--- src/watchdog_pkg.sv ---
// constants shared by the watchdog control block
package watchdog_pkg;
   // register byte offsets
   localparam logic [7:0] OFS_CONTROL   = 8'h00;
   localparam logic [7:0] OFS_IE_CLEAR  = 8'h04;
   localparam logic [7:0] OFS_IE_SET    = 8'h08;
   localparam logic [7:0] OFS_FLAGS     = 8'h0C;
   localparam logic [7:0] OFS_STATUS    = 8'h10;
   localparam logic [7:0] OFS_WARN_SETUP = 8'h14;
   localparam logic [7:0] OFS_CONFIG    = 8'h18;
   localparam logic [7:0] OFS_CLEAR     = 8'h1C;
   // control register fields
   localparam int BIT_LOCK   = 7;
   localparam int BIT_WINDOW = 2;
   localparam int BIT_ENABLE = 1;
   // interrupt source positions
   localparam int BIT_WARN   = 0;
   localparam int BIT_SYNC   = 1;
   localparam int NUM_IRQ    = 2;
   // status register field
   localparam int BIT_BUSY   = 0;
   // config fields: period select [3:0], window select [7:4]
   localparam int PER_LSB    = 0;
   localparam int WIN_LSB    = 4;
   localparam int SEL_W      = 4;
   // reset values
   localparam logic [7:0] RST_CONFIG   = 8'h0B;
   localparam logic [7:0] RST_WARN_SETUP = 8'h0A;
   localparam logic [NUM_IRQ-1:0] RST_IE = 2'h0;
   // key that restarts the counter
   localparam logic [7:0] CLEAR_KEY = 8'hA5;
   // counter period is two to the power of BASE_SHIFT plus the selected shift, in ticks
   localparam int BASE_SHIFT = 3;
   // tick period of the watchdog count, in ns, and cycles at 4 ns
   localparam int CLK_PERIOD_NS = 4;
   localparam int TICK_NS       = 1000;
   localparam int TICK_CYCLES   = TICK_NS / CLK_PERIOD_NS;
   // stages of the enable synchroniser
   localparam int SYNC_STAGES   = 2;
endpackage : watchdog_pkg

--- src/watchdog_ctrl.sv ---
// watchdog control, interrupt enables and counter behind wishbone
//
// Added by the designer: register access over Wishbone.
`timescale 1ns/100ps
module watchdog_ctrl
   import watchdog_pkg::*;
#(
   parameter int CNT_W      = 20,           // counter width
   parameter int TICK_DIV   = TICK_CYCLES   // cycles per count tick
) (
   input  wire logic        clk_i,          // 250 MHz clock
   input  wire logic        rst_i,          // power-on reset, sync
   // user row values, sampled in reset
   input  wire logic        nvm_lock_i,     // lock start value
   input  wire logic        nvm_window_i,   // window start value
   input  wire logic        nvm_enable_i,   // enable start value
   // wishbone classic slave
   input  wire logic        cyc_i,
   input  wire logic        stb_i,
   input  wire logic        we_i,
   input  wire logic [7:0]  adr_i,
   input  wire logic [3:0]  sel_i,
   input  wire logic [31:0] dat_i,
   output logic      [31:0] dat_o,
   output logic             ack_o,
   // outputs
   output logic             irq_o,          // level interrupt
   output logic             sys_reset_o,    // one-cycle reset pulse
   output logic             running_o       // counter is active
);
   import watchdog_pkg::*;

   // software-visible state; the three control bits take the user
   // row values in reset, so none of them has a fixed reset value,
   // while the setup registers start from package constants
   logic               permanent_run_lock;  // lock bit
   logic               window_mode;         // window select
   logic               enable_bit;          // enable as written
   logic [7:0]         config_reg;          // period/window select
   logic [7:0]         early_warn_setup_reg;// warning select
   logic [NUM_IRQ-1:0] irq_enable;          // interrupt mask
   logic [NUM_IRQ-1:0] irq_flags;           // sticky events
   logic               sync_pending_flag;   // enable in flight

   // counter side; the prescaler and the count sit behind the run synchroniser
   // and are held at zero while the counter is stopped, so a restart
   // always begins a full period
   logic               want_run;            // lock or enable
   logic               active;              // synced lock or enable
   logic               active_d;            // active last cycle
   logic [15:0]        tick_cnt;            // tick prescaler
   logic               tick;                // one count step
   logic [CNT_W-1:0]   count;               // watchdog_timer count
   logic [CNT_W-1:0]   limit_per;           // expiry point
   logic [CNT_W-1:0]   limit_win;           // window opens here
   logic [CNT_W-1:0]   limit_warn;          // warning point

   // bus decode; every register is one byte in the low lane, so only
   // byte select zero qualifies a write, and a write with that lane
   // off is acknowledged but changes nothing
   logic               req;                 // live request
   logic               wr;                  // write strobe
   logic               wr_b0;               // low lane written
   logic               ctl_wr;              // control write allowed
   logic               clr_hit;             // valid clear key
   logic               early_clr;           // clear before window
   logic               expire;              // count reached limit
   logic               warn_event;          // warning point hit
   logic               sync_event;          // sync completed
   logic [31:0]        next_dat;            // read mux

   // expiry count for a shift select: a power of two in ticks, with
   // the base shift added so that select zero is still a usable span;
   // shared by the period, the window and the warning point
   function automatic logic [CNT_W-1:0] span(input logic [SEL_W-1:0] s);
      logic [CNT_W-1:0] one;
      one  = '0;
      one[0] = 1'b1;
      span = one << (s + BASE_SHIFT);
   endfunction : span

   // request qualifiers; a request is taken only while ack is low,
   // so a master that holds stb through its ack is not taken twice
   assign req    = cyc_i & stb_i & ~ack_o;
   assign wr     = req & we_i;
   assign wr_b0  = wr & sel_i[0];
   // control writes are refused under the lock; a running counter blocks only
   // the window bit: lock and enable stay reachable while the lock is clear
   assign ctl_wr = wr_b0 & (adr_i == OFS_CONTROL)
                 & ~permanent_run_lock;

   // wishbone ack, one cycle after the request, then dropped; the
   // registered ack gives the decode a whole cycle and lets read data
   // come from a flop in that same cycle; a held request is not
   // answered twice because req is gated by ack
   always_ff @(posedge clk_i) begin
      if (rst_i) begin
         ack_o <= 1'b0;
      end else begin
         ack_o <= req;
      end
   end

   // lock bit: loaded at start-up, then set-only; a zero written to it
   // does nothing, and only rst_i, which stands for power-on reset in
   // this block, brings it back to zero
   always_ff @(posedge clk_i) begin
      if (rst_i) begin
         permanent_run_lock <= nvm_lock_i;
      end else if (ctl_wr && dat_i[BIT_LOCK]) begin
         permanent_run_lock <= 1'b1;
      end
   end

   // enable bit: writable whatever the counter state; the stored value
   // reads back at once, long before the counter follows it, which is
   // why software has the busy flag to poll
   always_ff @(posedge clk_i) begin
      if (rst_i) begin
         enable_bit <= nvm_enable_i;
      end else if (ctl_wr) begin
         enable_bit <= dat_i[BIT_ENABLE];
      end
   end

   // window select: blocked while the counter runs, so the open point
   // of the window cannot move under a count in progress; stop the
   // counter first to change it
   always_ff @(posedge clk_i) begin
      if (rst_i) begin
         window_mode <= nvm_window_i;
      end else if (ctl_wr && !active) begin
         window_mode <= dat_i[BIT_WINDOW];
      end
   end

   // config and warning setup: lock and enable protected; a refused
   // write is still acknowledged and simply leaves the value alone,
   // so software must read back to learn whether it landed
   always_ff @(posedge clk_i) begin
      if (rst_i) begin
         config_reg           <= RST_CONFIG;
         early_warn_setup_reg <= RST_WARN_SETUP;
      end else if (wr_b0 && !permanent_run_lock && !active) begin
         if (adr_i == OFS_CONFIG) begin
            config_reg <= dat_i[7:0];
         end
         if (adr_i == OFS_WARN_SETUP) begin
            early_warn_setup_reg <= dat_i[7:0];
         end
      end
   end

   // lock forces the run request on; with the lock clear the enable
   // bit alone decides, and once the lock is set a cleared enable no
   // longer stops the counter
   assign want_run = permanent_run_lock | enable_bit;

   // carry the run request into the counting logic; the two stages
   // stand for the crossing into a separate counter clock, and they
   // are why an enable change shows on running_o two cycles late;
   // nothing reads the first stage but the second
   level_sync #(
      .WIDTH (1)
   ) u_run_sync (
      .clk_i (clk_i),
      .rst_i (rst_i),
      .d_i   (want_run),
      .q_o   (active)
   );

   // completion edge of a synchronised change; the delayed copy makes
   // busy wait one cycle more, so a read of busy low means the counter
   // has settled in the new state; the sync-done flag fires while the
   // change completes and no fresh control write is in the same cycle
   always_ff @(posedge clk_i) begin
      if (rst_i) begin
         active_d <= 1'b0;
      end else begin
         active_d <= active;
      end
   end
   assign sync_event = sync_pending_flag & (active == want_run)
                     & ~ctl_wr;

   // busy: set on an enable write, cleared once applied; a new write
   // wins over a clear in the same cycle so no change goes unreported;
   // a write of the value already in force still raises busy for a
   // cycle or two, which keeps the rule simple for software
   always_ff @(posedge clk_i) begin
      if (rst_i) begin
         sync_pending_flag <= 1'b0;
      end else if (ctl_wr) begin
         sync_pending_flag <= 1'b1;
      end else if (active == want_run && active == active_d) begin
         sync_pending_flag <= 1'b0;
      end
   end

   // tick prescaler, restarted whenever the counter stops, so every
   // fresh start gives a full first tick rather than a short one left
   // over from the last run
   always_ff @(posedge clk_i) begin
      if (rst_i || !active) begin
         tick_cnt <= '0;
      end else if (tick) begin
         tick_cnt <= '0;
      end else begin
         tick_cnt <= tick_cnt + 16'h0001;
      end
   end
   assign tick = (tick_cnt == 16'(TICK_DIV - 1));

   // counter limits from the protected settings; they cannot change
   // while the counter runs, so no compare below ever sees a moving
   // target
   assign limit_per  = span(config_reg[PER_LSB +: SEL_W]);
   assign limit_win  = span(config_reg[WIN_LSB +: SEL_W]);
   assign limit_warn = span(early_warn_setup_reg[SEL_W-1:0]);

   // clear key, early clears only matter in window mode; a wrong key
   // is ignored rather than punished, and a key while stopped does
   // nothing at all
   assign clr_hit   = wr_b0 & (adr_i == OFS_CLEAR)
                    & (dat_i[7:0] == CLEAR_KEY) & active;
   assign early_clr = clr_hit & window_mode
                    & (count < limit_win);
   assign expire    = active & tick & (count >= limit_per - 1'b1);
   assign warn_event = active & tick & (count == limit_warn - 1'b1);

   // watchdog_timer count: restarts on a valid key or on expiry, and is
   // held at zero while the counter is stopped; an early key in window
   // mode restarts it too, alongside the reset pulse
   always_ff @(posedge clk_i) begin
      if (rst_i || !active) begin
         count <= '0;
      end else if (clr_hit || expire) begin
         count <= '0;
      end else if (tick) begin
         count <= count + 1'b1;
      end
   end

   // system reset pulse on expiry or early clear; registered so the
   // pulse is clean and one cycle long; whatever takes the pulse must
   // latch it, since it is not repeated until the next expiry or the
   // next early key
   always_ff @(posedge clk_i) begin
      if (rst_i) begin
         sys_reset_o <= 1'b0;
      end else begin
         sys_reset_o <= expire | early_clr;
      end
   end
   assign running_o = active;

   // interrupt enables: set register and clear register; a zero bit
   // written to either leaves that enable as it is, so sources can be
   // handled one at a time without a read-modify-write
   always_ff @(posedge clk_i) begin
      if (rst_i) begin
         irq_enable <= RST_IE;
      end else if (wr_b0 && adr_i == OFS_IE_CLEAR) begin
         irq_enable <= irq_enable
                     & ~dat_i[NUM_IRQ-1:0];
      end else if (wr_b0 && adr_i == OFS_IE_SET) begin
         irq_enable <= irq_enable | dat_i[NUM_IRQ-1:0];
      end
   end

   // sticky flags: set wins over a write-one clear, so an event that
   // lands in the cycle of the clear is kept and raises the request
   // again right away
   always_ff @(posedge clk_i) begin
      if (rst_i) begin
         irq_flags <= '0;
      end else begin
         irq_flags <= (irq_flags
                      & ~((wr_b0 && adr_i == OFS_FLAGS)
                          ? dat_i[NUM_IRQ-1:0] : '0))
                    | {sync_event, warn_event};
      end
   end

   // level request while an enabled flag is set; it falls as soon as
   // the flag is cleared or the enable is taken away, with no pulse
   // stretching of its own
   assign irq_o = |(irq_flags & irq_enable);

   // read data mux, unmapped reads give zero; upper lanes always read
   // zero because every register is one byte wide, and both enable
   // addresses return the same enable bits
   always_comb begin
      next_dat = '0;
      unique case (adr_i)
         OFS_CONTROL: begin
            next_dat[BIT_LOCK]   = permanent_run_lock;
            next_dat[BIT_WINDOW] = window_mode;
            next_dat[BIT_ENABLE] = enable_bit;
         end
         OFS_IE_CLEAR, OFS_IE_SET: begin
            next_dat[NUM_IRQ-1:0] = irq_enable;
         end
         OFS_FLAGS: begin
            next_dat[NUM_IRQ-1:0] = irq_flags;
         end
         OFS_STATUS: begin
            next_dat[BIT_BUSY] = sync_pending_flag;
         end
         OFS_WARN_SETUP: begin
            next_dat[7:0] = early_warn_setup_reg;
         end
         OFS_CONFIG: begin
            next_dat[7:0] = config_reg;
         end
         default: begin
            next_dat = '0;
         end
      endcase
   end

   // read data registered with the ack; it is held until the next
   // read, so it stands in the ack cycle whatever the master does
   // with its strobe
   always_ff @(posedge clk_i) begin
      if (rst_i) begin
         dat_o <= '0;
      end else if (req && !we_i) begin
         dat_o <= next_dat;
      end
   end
endmodule : watchdog_ctrl

--- src/level_sync.sv ---
// two flip-flop level synchroniser
`timescale 1ns/100ps
module level_sync #(
   parameter int WIDTH = 1
) (
   input  wire logic             clk_i,   // block clock
   input  wire logic             rst_i,   // synchronous reset
   input  wire logic [WIDTH-1:0] d_i,     // level to carry over
   output logic      [WIDTH-1:0] q_o      // synchronised level
);
   logic [WIDTH-1:0] stage1;   // first stage, read only by q_o flop

   // plain two-stage chain
   always_ff @(posedge clk_i) begin
      if (rst_i) begin
         stage1 <= '0;
         q_o    <= '0;
      end else begin
         stage1 <= d_i;
         q_o    <= stage1;
      end
   end
endmodule : level_sync

--- config.mk ---
export PLATFORM = sky130hd
export DESIGN_NAME = watchdog_ctrl
export DESIGN_NICKNAME = d
export VERILOG_FILES = /design/src/watchdog_pkg.sv /design/src/watchdog_ctrl.sv /design/src/level_sync.sv
export SDC_FILE = /design/constraint.sdc
export NUM_CORES = 1
export LEC_CHECK = 0
export BUFFER_PORTS_ARGS = -buffer_cell sky130_fd_sc_hd__buf_2
export CELL_PAD_IN_SITES_DETAIL_PLACEMENT = 0
export CELL_PAD_IN_SITES_GLOBAL_PLACEMENT = 1
export CORE_ASPECT_RATIO = 1.25
export CORE_MARGIN = 1
export CORE_UTILIZATION = 46
export DETAILED_ROUTE_END_ITERATION = 10
export GPL_TIMING_DRIVEN = 0
export PLACE_DENSITY_LB_ADDON = 0.05
export SETUP_SLACK_MARGIN = 0.2
export SLEW_MARGIN = 0
export SYNTH_ARGS = -nofsm -noshare
export SYNTH_HDL_FRONTEND = slang
export SYNTH_SLANG_ARGS = --single-unit
export TNS_END_PERCENT = 20
--- constraint.sdc ---
create_clock -name clk_i -period 4.3 [get_ports clk_i]
set_clock_uncertainty 0.15 [all_clocks]
set_input_delay 0.645 -clock clk_i [delete_from_list [all_inputs] [get_ports clk_i]]
set_output_delay 0.645 -clock clk_i [all_outputs]
set_load 0.1 [all_outputs]
== Yosys cells after proc, flatten, opt, wreduce, memory -nomap -nowiden ==
Cells that the tools add are included.
Storage, ports and cells
  flip-flop bits (word level): 73
  bits of input ports: 52
  output and inout bits: 36
  logic and storage cells: 110
Operators by class
  $add $sub $neg: 7
  bitwise logic cells: 28
  reduce and logical (&&, ||, !) cells: 26
  magnitude comparators: 2
  eq/ne operators: 12
  multiplexer cells: 16
  shift-type cells: 3
Operators by type and width (number)
  1-bit by 5-bit left shift with 20-bit output (first input constant): 3
  20-bit by 1-bit subtractor with 20-bit output (second input constant): 2
  8-bit by 5-bit equality test with 1-bit output (second input constant): 4
  20-bit by 1-bit adder with 20-bit output (second input constant): 1
  20-bit equality test: 1
  20-bit >= comparator: 1
  20-bit less-than comparator: 1
  16-bit by 1-bit adder with 16-bit output (second input constant): 1
  1-bit AND: 16
  16-bit by 8-bit equality test with 1-bit output (second input constant): 1
  8-bit by 4-bit equality test with 1-bit output (second input constant): 2
  4-bit by 2-bit adder with 5-bit output (second input constant): 3
  1-bit case mux with 5 select lines: 2
  2-bit nonzero test: 5
  1-bit logical AND: 9
  8-bit by 3-bit equality test with 1-bit output (second input constant): 1
  8-bit equality test (second input constant): 1
  8-bit zero test: 1
  1-bit two-way mux: 8
  4-bit case mux with 2 select lines: 1
  2-bit OR reduction: 4
  2-bit AND: 3
  2-bit two-way mux: 3
  1-bit case mux with 3 select lines: 2
  other kinds (8): 18

== Depth between registers and ports, before layout ==
  depth after elaboration: 10
  gate-level depth with buffers: 13
  gate-level depth less buffers: 12

== Cells and area by module ==
From an unflattened synthesis, not the netlist that was laid out.
Second synthesis, totals
  cell total of the unflattened synthesis: 679
  area total of the unflattened synthesis: 5352.6 sq um
By module, submodules not included
  watchdog_ctrl: area an instance 5300.1 sq um, instances 1, cells each 675, seq. area each 1451.4 sq um
  level_sync: area an instance 52.6 sq um, instances 1, cells each 4, seq. area each 40.0 sq um

== Worst setup path after synthesis ==
OpenSTA, ideal clock, no wires.
  path type: flip-flop to flip-flop
  start point: register config_reg[4]
  end point: register sys_reset_o
  period minus slack after synthesis: 2852 ps
  stages on the path, launching flop included: 14
  setup time: 123 ps
  path slack: 1448 ps
  buffers on the path: 1
  arrival time: 2579 ps
  data required time: 4027 ps
  path through: dfxtp_1 > clkbuf_1 > or2_2 > inv_1 > ha_1 > nor2_1 > nand3_1 > ha_1 > nand4_1 > nor4_1 > o21ai_0 > a21oi_1 > nor4_1 > or2_2
On the way
  word-level cells in the longest chain between the ends: 5
RTL lines
  start: declaration: line watchdog_ctrl.sv:39  | logic [7:0] config_reg;
  start signal: assignment: line watchdog_ctrl.sv:146  | config_reg <= dat_i[7:0];
  4-bit by 2-bit adder with 5-bit output: line watchdog_ctrl.sv:79  | span = one << (s + BASE_SHIFT);
  1-bit by 5-bit left shift with 20-bit output: line watchdog_ctrl.sv:79
  20-bit less-than comparator: line watchdog_ctrl.sv:227  | & (count < limit_win);
  1-bit AND: line watchdog_ctrl.sv:227
  1-bit OR: line watchdog_ctrl.sv:252  | sys_reset_o <= expire | early_clr;
  end signal: assignment: line watchdog_ctrl.sv:252
  end: declaration: line watchdog_ctrl.sv:28  | output logic sys_reset_o,
Every way passes these cells.
A chain may end at the register's enable or synchronous reset.

== Worst setup path in the final report ==
Same ends and word-level chain as after synthesis.

==> impl_metrics.ini <==
[global_routing]
global_route.overflow_total = 0
grt_pass1_vias = 4723
antenna_found_initial = 0
grt_usage = 0.260
grt_pass1_wl_um = 23900
grt_max_degree = 14

[worst_setup_path]
crit-reg2reg-launch = config_reg[4]
worst-path-stages = 13
cp-endpoint = sys_reset_o
required_ns = 4.38
rr_worst_depth = 13
startpoint_type = register
cp_num_buf_inv = 2
crit_arrival_ns = 3.50
path_cells = clkbuf_1, or2_2, inv_1, ha_1, nor3b_1, nand3_1, ha_1, nand4_1, nor4_1, o21ai_0, a21oi_1, nor4_1, or2_2
crit_path_end_kind = register
critPathTopFamily = simple AND/OR/NAND/NOR gates
rr_endpoint = sys_reset_o
slowest_delay_ns = 0.37
critical_path_class = register to register
crit_start = config_reg[4]
cp_max_fo = 10
reg2reg_slack_ns = 0.88
worst_path_max_delay_cell = nor3b_1

[cells_and_area]
syn_to_final_growth_pct = 13.7
design_area_sq_um = 6110
final_cell_mix = nand2_1, nor2_1, dfxtp_1
drive_gt1_frac = 0.161
largest_reg_flops = 20
regMostFlops = count
nets = 843
diodes = 0
top_regs = count x20, tick_cnt x16
fin_util = 0.544
final_common_cell = nand2_1

[floorplanning]
io-pin-count = 88
die_area_sq_um = 12100
coreArea_sq_um = 11200
die_w_um = 98.7
fp.dieH_um = 123
start_util = 0.478
num_rows = 43

[drt]
route.detailed.drc = 0
wirelength_um = 15100
drt_iter0_markers = 192
ant_nets = 0
via_per_inst = 5.67
dr.pass1.iters = 5
wire_per_inst_um = 17.1
num_vias = 5016

[cts]
htreeDepth = 3
cts_resized = 0
cts_root_buffer = clkbuf_16
cts_tree = yes
clockBufferDepth = 2
clk_pin_slew_ns = 0.07
cts_hold_buf = 0
clock-sinks = 73
cts_setup_buffers = 0
clock_latency_ns = 0.35
cts_buffers = 9

[power_and_ir_drop]
ir_worst_vdd_uv = 162
power_density_nw_per_um2 = 273
p_leak_nw = 2.54

[sta]
timing.final.crit_share = 0.796
holdWs_ns = 0.288
relSlewSlack = 0.386
hold_viol = 0
slew_viol_final = 0
period_needed_ns = 3.42
finalSetupViolCount = 0
timing.final.ws_setup_ns = 0.876
rsz0062_at_grt = no
finalSetupTns_ns = 0
fmax_mhz = 292
worst_pin_slew_ns = 0.914

[synthesis]
synth_top_cell_by_area = dfxtp_1
synth-async-reset-ratio = 0
synth_flop_cell = dfxtp_1
synth_warnings = 0
synthTopCellsByArea = dfxtp_1, ha_1, nand2_1
yosys.cell_types.count = 77
syn_area_sq_um = 5370
ys_seq_elements = 73
syn_avg_cell_area_sq_um = 8.01
synth_edf_count = 3
yosysSeqAreaShare = 0.278
post-synth-top-area-fraction = 0.261
syn_inst = 671

[placed_design]
gp_congestion = 0.861
dp_hpwl_um = 11700
io_buffers = 35
pre_cts_slack_ns = 0.976
place_area_sq_um = 5820

[status]
status = completed

[flow_run]
cap_violations = 0

[worst_hold_path]
hp-class = register to register
## worst reg2reg max path, stage by stage (launching register included)
cell	delay, ns
dfxtp_1	0.31
clkbuf_1	0.36
or2_2	0.23
inv_1	0.06
ha_1	0.35
nor3b_1	0.37
nand3_1	0.13
ha_1	0.32
nand4_1	0.09
nor4_1	0.28
o21ai_0	0.14
a21oi_1	0.14
nor4_1	0.06
or2_2	0.29
## synthesized netlist by cell type (5+ instances only)
cell / count
nand2_1: 73
nor2_1: 72
dfxtp_1: 70
ha_1: 46
a21oi_1: 44
nand3_1: 40
o21ai_0: 27
buf_4: 25
xnor2_1: 23
inv_1: 19
clkbuf_1: 18
nor3_1: 15
xor2_1: 15
nand2b_1: 12
nand4_1: 12
a21o_1: 10
and3_1: 10
buf_2: 9
nand3b_1: 7
nor2b_1: 7
a211oi_1: 6
a221oi_1: 5
clkbuf_8: 5
or2_2: 5
## through the flow
stage / std cells / total power [mW]
floorplan: 699 / 0.892
global placement: 869 / 0.927
detailed placement: 869 / 0.929
CTS: 885 / 1.67
global route: 885 / 1.72
finish: 885 / 1.67
## cells by family after synthesis
group | share of synthesized area
mux | 0.0100
simple gates | 0.294
fa+ha+maj | 0.107
flops | 0.278
compound gates | 0.162
other cells | 0.00140
xor+xnor | 0.0619
buf+inv | 0.0861
## where the power goes
group          total, mW  internal, mW  switching [mW]  leakage, nW
Clock              0.751         0.428           0.322        0.144
Sequential         0.697         0.689         0.00765        0.595
Combinational      0.220        0.0501           0.170         1.80
## worst min path at each step
stage	startpoint	endpoint	slack (ns)	cells past startpoint
after floorplan	u_run_sync.stage1	u_run_sync.q_o	0.26	1
after global placement	u_run_sync.stage1	u_run_sync.q_o	0.27	1
after detailed placement	u_run_sync.stage1	u_run_sync.q_o	0.28	1
after CTS	u_run_sync.stage1	u_run_sync.q_o	0.29	1
after global routing	u_run_sync.stage1	u_run_sync.q_o	0.32	1
final	u_run_sync.stage1	u_run_sync.q_o	0.29	1
## cell type report
class	instances	area, sq um
clock buffer	12	256
multi-input combinational	548	3520
timing repair buffer	35	175
buffer	59	392
tap	135	169
clock inverter	4	32.5
sequential	73	1490
inverter	19	71.3
fill	1093	5130
## routing by layer
layer / GRT usage / wire length (um) / vias to the layer above
met3: 0.0308 / 569 / 26
li1: - / - / 2491
met4: 0.139 / 505 / 0
met5: 0 / 0 / -
met2: 0.487 / 7850 / 153
met1: 0.287 / 6200 / 2346
(Power assumes the default switching activity.)
